<file path="src/hdl/cxd_pkg.sv">
package cxd_pkg;
	// cause codes: distinct values, encodings are arbitrary
	localparam logic [4:0] CODE_INT   = 5'h00;
	localparam logic [4:0] CODE_CPU   = 5'h0B;
	localparam logic [4:0] CODE_RI    = 5'h0A;
	localparam logic [4:0] CODE_TRAP  = 5'h0D;
	localparam logic [4:0] CODE_OVF   = 5'h0C;
	localparam logic [4:0] CODE_WATCH = 5'h17;
	// register byte addresses
	localparam logic [7:0] ADDR_STATUS   = 8'h00;
	localparam logic [7:0] ADDR_CAUSE    = 8'h04;
	localparam logic [7:0] ADDR_RETADDR  = 8'h08;
	localparam logic [7:0] ADDR_MATCHLO  = 8'h0C;
	localparam logic [7:0] ADDR_MATCHHI  = 8'h10;
	// status fields
	localparam int ST_IE  = 0;
	localparam int ST_EXL = 1;
	localparam int ST_ERL = 2;
	localparam int ST_KSU = 3;
	localparam int ST_UX  = 5;
	localparam int ST_IM  = 8;
	localparam int ST_DE  = 16;
	localparam logic [31:0] STATUS_RST = 32'h0000_0004;
	// cause fields
	localparam int CA_CODE = 2;
	localparam int CA_IP   = 8;
	localparam int CA_CE   = 28;
	localparam int CA_BD   = 31;
	// match low fields
	localparam int ML_W = 0;
	localparam int ML_R = 1;
	localparam logic [1:0] RESP_OK  = 2'h0;
	localparam logic [1:0] RESP_ERR = 2'h2;
	typedef enum logic [1:0] {M_KERNEL, M_SUPER, M_USER, M_BAD} cxd_mode_e;
	typedef struct packed {
		logic        valid;
		logic [31:0] instr;
		logic [31:0] pc;
		logic        in_delay;
		logic [31:0] branch_pc;
		logic        is_load;
		logic        is_store;
		logic        is_cache;
		logic [35:0] paddr;
		logic        trap_true;
		logic        ovf;
		logic        cop_unusable;
	} cxd_instr_s;
endpackage

</file>
<file path="src/hdl/cxd_top.sv">
`timescale 1ns/100ps
// What this block does
// - undefined primary opcode raises reserved fault
// - undefined function field in register group faults
// - undefined rt subfield in immediate group faults
// - doubleword ops reserved in 32-bit user/supervisor
// - kernel mode always allows doubleword ops
// - reserved fault writes undefined-opcode cause code
// - save return address, branch address in slot
// - true conditional trap raises trap fault
// - signed arithmetic overflow raises overflow fault
// - load/store on watched address raises watch
// - load and store enables qualify watch
// - cache maintenance never raises watch
// - exception level holds watch pending
// - eight interrupt sources use external-event code
// - mask, global enable and levels gate interrupts
// - pending field shows live request state
// - software sets and clears two soft requests
// - parity disable or error level hides cache error
// - coprocessor fault records referenced unit number
module cxd_top
(
	// clock and reset
	input  wire logic                MCLK_I,
	input  wire logic                RESETN_I,
	input  wire logic                CE_I,
	// pipeline
	input  wire cxd_pkg::cxd_instr_s INSTR_I,
	input  wire logic                CACHE_ERR_I,
	input  wire logic [4:0]          HW_REQ_I,
	input  wire logic                TIMER_REQ_I,
	// axi4-lite write
	input  wire logic [7:0]          AWADDR_I,
	input  wire logic                AWVALID_I,
	output      logic                AWREADY_O,
	input  wire logic [31:0]         WDATA_I,
	input  wire logic [3:0]          WSTRB_I,
	input  wire logic                WVALID_I,
	output      logic                WREADY_O,
	output      logic [1:0]          BRESP_O,
	output      logic                BVALID_O,
	input  wire logic                BREADY_I,
	// axi4-lite read
	input  wire logic [7:0]          ARADDR_I,
	input  wire logic                ARVALID_I,
	output      logic                ARREADY_O,
	output      logic [31:0]         RDATA_O,
	output      logic [1:0]          RRESP_O,
	output      logic                RVALID_O,
	input  wire logic                RREADY_I,
	// exception outputs
	output      logic                EXC_O,
	output      logic                CACHE_EXC_O,
	output      logic                WATCH_PEND_O
);
	logic [31:0] status;
	logic [31:0] cause;
	logic [31:0] exception_return_address;
	logic [31:0] match_address_low;
	logic [31:0] match_address_high;
	logic        watch_held;
	logic [7:0]  aw_a;
	logic [31:0] w_d;
	logic [3:0]  w_s;
	logic        aw_have;
	logic        w_have;
	logic [31:0] next_rdata;
	logic [7:0]  pending_request_bits;
	logic        undef_op;
	logic        undef_fn;
	logic        undef_rt;
	logic        dword_op;
	logic        dword_bad;
	logic        watch_hit;
	logic        int_take;
	logic        take;
	logic [4:0]  next_code;
	logic [5:0]  op;
	logic [5:0]  fn;
	logic [4:0]  rt;
	logic        mode32;
	logic [31:0] wmask;
	logic        wr_go;

	assign op = INSTR_I.instr[31:26];
	assign fn = INSTR_I.instr[5:0];
	assign rt = INSTR_I.instr[20:16];

	// opcode decode
	always_comb
	begin
		undef_op = 1'b0;
		case (op)
			6'h13, 6'h1C, 6'h1D, 6'h1E, 6'h1F, 6'h32, 6'h3A, 6'h3B, 6'h3E: undef_op = 1'b1;
			default: undef_op = 1'b0;
		endcase
	end

	always_comb
	begin
		undef_fn = 1'b0;
		if (op == 6'h00)
		begin
			case (fn)
				6'h01, 6'h05, 6'h0A, 6'h0B, 6'h0E, 6'h15, 6'h28, 6'h29, 6'h35, 6'h37, 6'h39, 6'h3D:
					undef_fn = 1'b1;
				default: undef_fn = 1'b0;
			endcase
		end
	end

	always_comb
	begin
		undef_rt = 1'b0;
		if (op == 6'h01)
		begin
			case (rt)
				5'h00, 5'h01, 5'h02, 5'h03, 5'h08, 5'h09, 5'h0A, 5'h0B, 5'h0C, 5'h0E,
				5'h10, 5'h11, 5'h12, 5'h13: undef_rt = 1'b0;
				default: undef_rt = 1'b1;
			endcase
		end
	end

	always_comb
	begin
		dword_op = 1'b0;
		case (op)
			6'h18, 6'h19, 6'h1A, 6'h1B, 6'h27, 6'h2C, 6'h2D, 6'h34, 6'h37, 6'h3C, 6'h3F:
				dword_op = 1'b1;
			6'h00:
			begin
				case (fn)
					6'h14, 6'h16, 6'h17, 6'h1C, 6'h1D, 6'h1E, 6'h1F, 6'h2C, 6'h2D, 6'h2E, 6'h2F,
					6'h38, 6'h3A, 6'h3B, 6'h3C, 6'h3E, 6'h3F: dword_op = 1'b1;
					default: dword_op = 1'b0;
				endcase
			end
			default: dword_op = 1'b0;
		endcase
	end

	assign mode32    = ~status[cxd_pkg::ST_UX];
	// kernel never faults doubleword; exl/erl force kernel mode
	assign dword_bad = dword_op & mode32
		& (status[cxd_pkg::ST_KSU +: 2] != 2'(cxd_pkg::M_KERNEL))
		& ~status[cxd_pkg::ST_EXL] & ~status[cxd_pkg::ST_ERL];

	assign watch_hit = (INSTR_I.paddr[35:3] == {match_address_high[3:0], match_address_low[31:3]})
		& ~INSTR_I.is_cache
		& ((INSTR_I.is_load & match_address_low[cxd_pkg::ML_R])
		| (INSTR_I.is_store & match_address_low[cxd_pkg::ML_W]));

	assign pending_request_bits = {TIMER_REQ_I, HW_REQ_I, cause[cxd_pkg::CA_IP +: 2]};
	assign int_take = |(pending_request_bits & status[cxd_pkg::ST_IM +: 8])
		& status[cxd_pkg::ST_IE] & ~status[cxd_pkg::ST_EXL] & ~status[cxd_pkg::ST_ERL];

	// fixed priority: interrupt, cop, reserved, trap, overflow, watch
	always_comb
	begin
		take      = INSTR_I.valid;
		next_code = cxd_pkg::CODE_INT;
		if (int_take)
			next_code = cxd_pkg::CODE_INT;
		else if (INSTR_I.cop_unusable)
			next_code = cxd_pkg::CODE_CPU;
		else if (undef_op | undef_fn | undef_rt | dword_bad)
			next_code = cxd_pkg::CODE_RI;
		else if (INSTR_I.trap_true)
			next_code = cxd_pkg::CODE_TRAP;
		else if (INSTR_I.ovf)
			next_code = cxd_pkg::CODE_OVF;
		else if (watch_hit & ~status[cxd_pkg::ST_EXL])
			next_code = cxd_pkg::CODE_WATCH;
		else
			take = 1'b0;
		if (!INSTR_I.valid)
			take = 1'b0;
	end

	// exception recording
	always_ff @(posedge MCLK_I)
	begin
		if (!RESETN_I)
		begin
			exception_return_address <= 32'h0000_0000;
			EXC_O                    <= 1'b0;
		end
		else if (CE_I)
		begin
			EXC_O <= take;
			if (take)
				exception_return_address <= INSTR_I.in_delay ? INSTR_I.branch_pc : INSTR_I.pc;
		end
	end

	always_ff @(posedge MCLK_I)
	begin
		if (!RESETN_I)
			watch_held <= 1'b0;
		else if (CE_I)
		begin
			if (INSTR_I.valid & watch_hit & status[cxd_pkg::ST_EXL])
				watch_held <= 1'b1;
			else if (~status[cxd_pkg::ST_EXL])
				watch_held <= 1'b0;
		end
	end

	always_ff @(posedge MCLK_I)
	begin
		if (!RESETN_I)
		begin
			CACHE_EXC_O  <= 1'b0;
			WATCH_PEND_O <= 1'b0;
		end
		else if (CE_I)
		begin
			CACHE_EXC_O  <= CACHE_ERR_I & ~status[cxd_pkg::ST_DE] & ~status[cxd_pkg::ST_ERL];
			WATCH_PEND_O <= watch_held;
		end
	end

	// axi4-lite slave
	assign wr_go = aw_have & w_have & ~BVALID_O;
	always_comb
	begin
		wmask = 32'h0000_0000;
		for (int i = 0; i < 4; i++)
			wmask[8*i +: 8] = {8{w_s[i]}};
	end

	always_ff @(posedge MCLK_I)
	begin
		if (!RESETN_I)
		begin
			aw_have   <= 1'b0;
			w_have    <= 1'b0;
			aw_a      <= 8'h00;
			w_d       <= 32'h0000_0000;
			w_s       <= 4'h0;
			AWREADY_O <= 1'b0;
			WREADY_O  <= 1'b0;
			BVALID_O  <= 1'b0;
			BRESP_O   <= cxd_pkg::RESP_OK;
		end
		else if (CE_I)
		begin
			AWREADY_O <= 1'b0;
			WREADY_O  <= 1'b0;
			if (AWVALID_I & ~aw_have & ~AWREADY_O)
			begin
				AWREADY_O <= 1'b1;
				aw_have   <= 1'b1;
				aw_a      <= AWADDR_I;
			end
			if (WVALID_I & ~w_have & ~WREADY_O)
			begin
				WREADY_O <= 1'b1;
				w_have   <= 1'b1;
				w_d      <= WDATA_I;
				w_s      <= WSTRB_I;
			end
			if (wr_go)
			begin
				aw_have  <= 1'b0;
				w_have   <= 1'b0;
				BVALID_O <= 1'b1;
				BRESP_O  <= (aw_a > cxd_pkg::ADDR_MATCHHI || aw_a[1:0] != 2'h0) ?
					cxd_pkg::RESP_ERR : cxd_pkg::RESP_OK;
			end
			else if (BREADY_I)
				BVALID_O <= 1'b0;
		end
	end

	always_ff @(posedge MCLK_I)
	begin
		if (!RESETN_I)
		begin
			status             <= cxd_pkg::STATUS_RST;
			match_address_low  <= 32'h0000_0000;
			match_address_high <= 32'h0000_0000;
		end
		else if (CE_I)
		begin
			if (wr_go && aw_a == cxd_pkg::ADDR_STATUS)
				status <= (status & ~wmask) | (w_d & wmask);
			// an exception taken beside a status write still sets exl
			if (take)
				status[cxd_pkg::ST_EXL] <= 1'b1;
			if (wr_go && aw_a == cxd_pkg::ADDR_MATCHLO)
				match_address_low <= (match_address_low & ~wmask) | (w_d & wmask);
			if (wr_go && aw_a == cxd_pkg::ADDR_MATCHHI)
				match_address_high <= (match_address_high & ~wmask) | (w_d & wmask);
		end
	end

	// cause: hardware-captured fields; only soft request bits are writable
	always_ff @(posedge MCLK_I)
	begin
		if (!RESETN_I)
			cause <= 32'h0000_0000;
		else if (CE_I)
		begin
			if (wr_go && aw_a == cxd_pkg::ADDR_CAUSE && w_s[1])
				cause[cxd_pkg::CA_IP +: 2] <= w_d[cxd_pkg::CA_IP +: 2];
			if (take)
			begin
				cause[cxd_pkg::CA_CODE +: 5] <= next_code;
				cause[cxd_pkg::CA_BD]        <= INSTR_I.in_delay;
				if (next_code == cxd_pkg::CODE_CPU)
					cause[cxd_pkg::CA_CE +: 2] <= INSTR_I.instr[27:26];
			end
		end
	end

	always_comb
	begin
		next_rdata = 32'h0000_0000;
		case (ARADDR_I)
			cxd_pkg::ADDR_STATUS:  next_rdata = status;
			cxd_pkg::ADDR_CAUSE:   next_rdata = {cause[31:16], pending_request_bits, cause[7:0]};
			cxd_pkg::ADDR_RETADDR: next_rdata = exception_return_address;
			cxd_pkg::ADDR_MATCHLO: next_rdata = match_address_low;
			cxd_pkg::ADDR_MATCHHI: next_rdata = match_address_high;
			default:               next_rdata = 32'h0000_0000;
		endcase
	end

	always_ff @(posedge MCLK_I)
	begin
		if (!RESETN_I)
		begin
			ARREADY_O <= 1'b0;
			RVALID_O  <= 1'b0;
			RDATA_O   <= 32'h0000_0000;
			RRESP_O   <= cxd_pkg::RESP_OK;
		end
		else if (CE_I)
		begin
			ARREADY_O <= 1'b0;
			// read data only follows a completed address handshake
			if (ARVALID_I & ARREADY_O)
			begin
				RVALID_O  <= 1'b1;
				RDATA_O   <= next_rdata;
				RRESP_O   <= (ARADDR_I > cxd_pkg::ADDR_MATCHHI || ARADDR_I[1:0] != 2'h0) ?
					cxd_pkg::RESP_ERR : cxd_pkg::RESP_OK;
			end
			else if (ARVALID_I & ~RVALID_O)
				ARREADY_O <= 1'b1;
			else if (RVALID_O & RREADY_I)
				RVALID_O <= 1'b0;
		end
	end

	// checks
	a_ri_code: assert property (@(posedge MCLK_I) disable iff (!RESETN_I)
		CE_I & take & ~int_take & ~INSTR_I.cop_unusable & undef_op
		|=> cause[6:2] == cxd_pkg::CODE_RI)
		else $error("reserved opcode code not recorded");
	a_ret_slot: assert property (@(posedge MCLK_I) disable iff (!RESETN_I)
		CE_I & take & INSTR_I.in_delay |=> exception_return_address == $past(INSTR_I.branch_pc)
		&& cause[31])
		else $error("delay slot return address wrong");
	a_kernel_dword: assert property (@(posedge MCLK_I) disable iff (!RESETN_I)
		status[4:3] == 2'h0 |-> !dword_bad)
		else $error("kernel doubleword flagged");
	a_watch_cache: assert property (@(posedge MCLK_I) disable iff (!RESETN_I)
		INSTR_I.is_cache |-> !watch_hit)
		else $error("cache op raised watch");
	a_watch_hold: assert property (@(posedge MCLK_I) disable iff (!RESETN_I)
		CE_I & INSTR_I.valid & watch_hit & status[1] |=> watch_held)
		else $error("watch not held under exl");
	a_int_mask: assert property (@(posedge MCLK_I) disable iff (!RESETN_I)
		!status[0] || status[1] || status[2] |-> !int_take)
		else $error("interrupt not masked");
	a_trap_code: assert property (@(posedge MCLK_I) disable iff (!RESETN_I)
		CE_I & take & (next_code == cxd_pkg::CODE_TRAP) |=> EXC_O && cause[6:2] == cxd_pkg::CODE_TRAP)
		else $error("trap not recorded");
	a_cache_mask: assert property (@(posedge MCLK_I) disable iff (!RESETN_I)
		CE_I & (status[16] | status[2]) |=> !CACHE_EXC_O)
		else $error("cache error not suppressed");
	c_int: cover property (@(posedge MCLK_I) disable iff (!RESETN_I) int_take & take);
	c_watch: cover property (@(posedge MCLK_I) disable iff (!RESETN_I) take & (next_code == cxd_pkg::CODE_WATCH));
	c_ovf: cover property (@(posedge MCLK_I) disable iff (!RESETN_I) take & (next_code == cxd_pkg::CODE_OVF));
endmodule

</file>
<file path="config.mk">
export PLATFORM = sky130hd
export DESIGN_NAME = cxd_top
export DESIGN_NICKNAME = d
export VERILOG_FILES = /design/src/hdl/cxd_pkg.sv /design/src/hdl/cxd_top.sv
export SDC_FILE = /design/constraint.sdc
export NUM_CORES = 1
export LEC_CHECK = 0
export ABC_AREA = 1
export BUFFER_PORTS_ARGS = -buffer_cell sky130_fd_sc_hd__buf_2
export CORE_AREA = 2 2 158 160
export DETAILED_ROUTE_END_ITERATION = 8
export DIE_AREA = 0 0 160 162
export HOLD_SLACK_MARGIN = 0.1
export PLACE_DENSITY_LB_ADDON = 0.1
export SLEW_MARGIN = 0
export SYNTH_ARGS = -nofsm -noshare
export SYNTH_HDL_FRONTEND = slang
export SYNTH_SLANG_ARGS = --single-unit
</file>
<file path="constraint.sdc">
create_clock -name MCLK_I -period 4.9 [get_ports MCLK_I]
set_input_delay 0.49 -clock MCLK_I [delete_from_list [all_inputs] [get_ports MCLK_I]]
set_output_delay 0.49 -clock MCLK_I [all_outputs]
set_load 0.05 [all_outputs]
</file>
==> impl_metrics.yaml <==
outcome:
  outcome: "completed"
setup_path:
  critPathSlowestCell: "nor2_4"
  worstPathCellList: "inv_2 > nand2_1 > nand2_1 > nor2_1 > nand2_1 > nor2_1 > nand2_1 > nor2_4 > nand3_2 > nand2_1 > nor2_1 > nor2_4 > buf_4 > o21ai_0 > a21oi_1"
  cp-end-kind: "flip-flop"
  worstSetupStartpointType: "flip-flop"
  cp.required_ns: 5.36
  crit_type: "flip-flop to flip-flop"
  path_max_fanout: 41
  critical_path.most_common_cell: "nand2_1"
  crit_arrival_ns: 3.41
  reg2reg_to: "exception_return_address[12]"
  cp_slowest_stage_delay_ns: 0.62
  reg2reg_depth: 15
  r2r_setup_slack_ns: 1.95
sta:
  fin_setup_tns_ns: 0
  finalHoldViolCount: 0
  fin_crit_ns: 2.95
  grt_setup_unrepaired: "no"
  finalMaxSlewViolations: 0
  setup_viol: 0
  slew_headroom: 0.361
  fmax_ghz: 0.339
  finClkSkew_ns: 0.0140
  tightest_slew_ns: 0.953
  finalCritPeriodShare: 0.601
route:
  drt-total-wl_um: 33000
  first_iter_violations: 770
  route.detailed.drc: 0
  vias: 10100
  avgRoutedWirePerCell_um: 16.8
  vias_per_cell: 5.14
  dr.pass1.iters: 5
  ant_nets: 0
cells_and_area:
  drive_gt1_frac: 0.197
  finalNetCount: 1820
  areaGrowthSynthToFinish_pct: 20.9
clock_tree:
  post_cts_buffers: 0
  clkSlewWorstSetupHoldPaths_ns: 0.06
  ctsHoldBuffers: 0
  cts_tree: "yes"
  h-tree-depth: 1
  cts_sinks: 227
  cts-root-buf: "clkbuf_16"
  clockBufferDepth: 3
  cts_buffers: 26
  post_cts_resized: 0
  clk_latency_ns: 0.54
die:
  dieArea_sq_um: 25900
  rows: 57
  start_util: 0.426
  die_y_um: 162
  fp.dieW_um: 160
  io_pins: 251
  coreArea_sq_um: 24100
global_routing:
  antenna_found_initial: 5
  grt_pass1_vias: 9200
  grt_pass1_wl_um: 51100
  grt_util_all_layers: 0.249
  grt_max_degree: 96
  overflow: 0
worst_hold_path:
  whs_endpoint: "w_d[8]"
  hp-class: "input port to flip-flop"
  hp-start: "WDATA_I[8]"
  hold-path-cell-count: 3
logic_synthesis:
  syn_inst: 1420
  yosysWarnings: 0
  ys_types: 37
  syn_avg_cell_area_sq_um: 7.23
  yosysSeqAreaShare: 0.443
  synth-seq-cells: 227
  syn-cell-area_sq_um: 10300
placed_design:
  dp_hpwl_um: 23500
  portBuffers: 229
  globalplace.congestion: 0.850
power_and_ir_drop:
  leakagePower_nw: 5.38
  finalPower_mw: 4.22
  peakVddDrop_uv: 204
  power_density_nw_per_um2: 340
job:
  cap_violations: 0
-- how the worst max path moves through the flow --
stage / start / depth (start not counted) / slack (ns) / end
after floorplan: INSTR_I[135] / 16 / 2.93 / cause[6]
after global placement: INSTR_I[16] / 16 / 1.81 / exception_return_address[24]
final: flip-flop / 15 / 1.95 / exception_return_address[12]
after detailed placement: INSTR_I[16] / 16 / 1.78 / exception_return_address[12]
after CTS: flip-flop / 15 / 2.00 / exception_return_address[12]
after global routing: flip-flop / 15 / 1.63 / exception_return_address[13]
-- critical path: cells and delay by family, from the launching register on --
kind	cells	cell delay [ns]
AND/OR/NAND/NOR	11	1.72
flip-flops	1	0.34
AO/OA/AOI/OAI	2	0.27
buffers and inverters	2	0.52
-- cell usage after synthesis --
| cell | instances | area [sq um] |
|---|---|---|
| o41ai_1 | 1 | 8.76 |
| buf_6 | 5 | 56.3 |
| dfxtp_1 | 227 | 4540 |
| a221oi_1 | 16 | 140 |
| a211oi_2 | 8 | 100 |
| o21ai_1 | 2 | 10.0 |
| a31oi_1 | 14 | 87.6 |
| or2_2 | 1 | 6.26 |
| nor4_1 | 1 | 6.26 |
| nor2_1 | 137 | 514 |
| nand2_2 | 2 | 12.5 |
| o21ai_0 | 210 | 1050 |
| a211oi_1 | 9 | 67.6 |
| nand2_1 | 241 | 905 |
| and3_1 | 2 | 12.5 |
| buf_4 | 2 | 15.0 |
| clkinv_1 | 2 | 7.51 |
| clkbuf_1 | 55 | 206 |
| buf_2 | 13 | 65.1 |
| buf_1 | 2 | 7.51 |
| conb_1 | 1 | 3.75 |
| o22ai_1 | 18 | 113 |
| a21oi_1 | 185 | 926 |
| xnor2_1 | 4 | 35.0 |
| nor2_4 | 1 | 11.3 |
| nor3_2 | 4 | 40.0 |
| nand3_1 | 22 | 110 |
| a21oi_2 | 1 | 8.76 |
| nor4_4 | 2 | 42.5 |
| mux2i_1 | 32 | 320 |
| inv_2 | 20 | 75.1 |
| o2111ai_1 | 7 | 61.3 |
| inv_1 | 156 | 586 |
| nor3_1 | 2 | 10.0 |
| nand3_2 | 2 | 20.0 |
| nand4_1 | 11 | 68.8 |
| nor2_2 | 2 | 12.5 |
-- cell type report --
class	count	area, sq um
Clock inverter	6	68.8
Clock buffer	39	749
Inverter	178	668
Tap cell	324	405
Multi-Input combinational cell	939	4710
Timing Repair Buffer	241	1250
Fill cell	2512	11700
Antenna cell	3	7.51
Sequential cell	227	4540
-- where the power goes --
group | total, mW | switching [mW] | internal, mW
combinational | 0.392 | 0.251 | 0.141
clock | 1.87 | 0.768 | 1.10
sequential | 1.96 | 0.0494 | 1.91
total | 4.22 | 1.07 | 3.15
-- metal layers --
metal,vias up,share of wire,GRT usage
met4,4,0.014,0.0385
met5,-,0.00064,0
met3,33,0.080,0.0511
li1,5123,-,-
met2,351,0.42,0.380
met1,4553,0.49,0.370
-- cells by family after synthesis --
kind of cell,count (synthesis),share of synthesized area
compound gates,471,0.251
mux,32,0.0312
xor+xnor,4,0.00341
flops,227,0.443
other cells,1,0.000365
buf+inv,255,0.0992
simple gates,430,0.173
-- cells in the final DEF (no fill, tap or decap), types with 3 or more instances in the layout --
| master | n |
|---|---|
| inv_2 | 20 |
| buf_2 | 228 |
| xnor2_1 | 4 |
| nand2_1 | 241 |
| nor3_2 | 4 |
| clkinv_2 | 3 |
| o22ai_1 | 18 |
| clkinv_1 | 3 |
| a21oi_1 | 185 |
| buf_4 | 12 |
| inv_1 | 155 |
| a211oi_1 | 9 |
| a221oi_1 | 16 |
| mux2i_1 | 32 |
| clkbuf_1 | 8 |
| clkbuf_16 | 26 |
| nand3_1 | 22 |
| dfxtp_1 | 227 |
| o2111ai_1 | 7 |
| a211oi_2 | 8 |
| a31oi_1 | 14 |
| o21ai_0 | 210 |
| nand4_1 | 11 |
| nor2_1 | 137 |
| clkbuf_8 | 5 |
| diode_2 | 3 |
-- through the flow --
| stage | std cells | instance area (sq um) | utilization | hold slack (ns) | setup slack, ns |
|---|---|---|---|---|---|
| after detailed placement | 1909 | 11600 | 0.480 | 0.439 | 1.78 |
| final | 1957 | 12400 | 0.515 | 0.176 | 1.95 |
| after global placement | 1909 | 11600 | 0.480 | 0.433 | 1.81 |
| after floorplan | 1421 | 10300 | - | 0.424 | 2.93 |
| after CTS | 1954 | 12400 | 0.514 | 0.168 | 2.00 |
| after global routing | 1954 | 12400 | 0.514 | 0.184 | 1.63 |
Note: power is estimated with default switching activity, not from simulation.
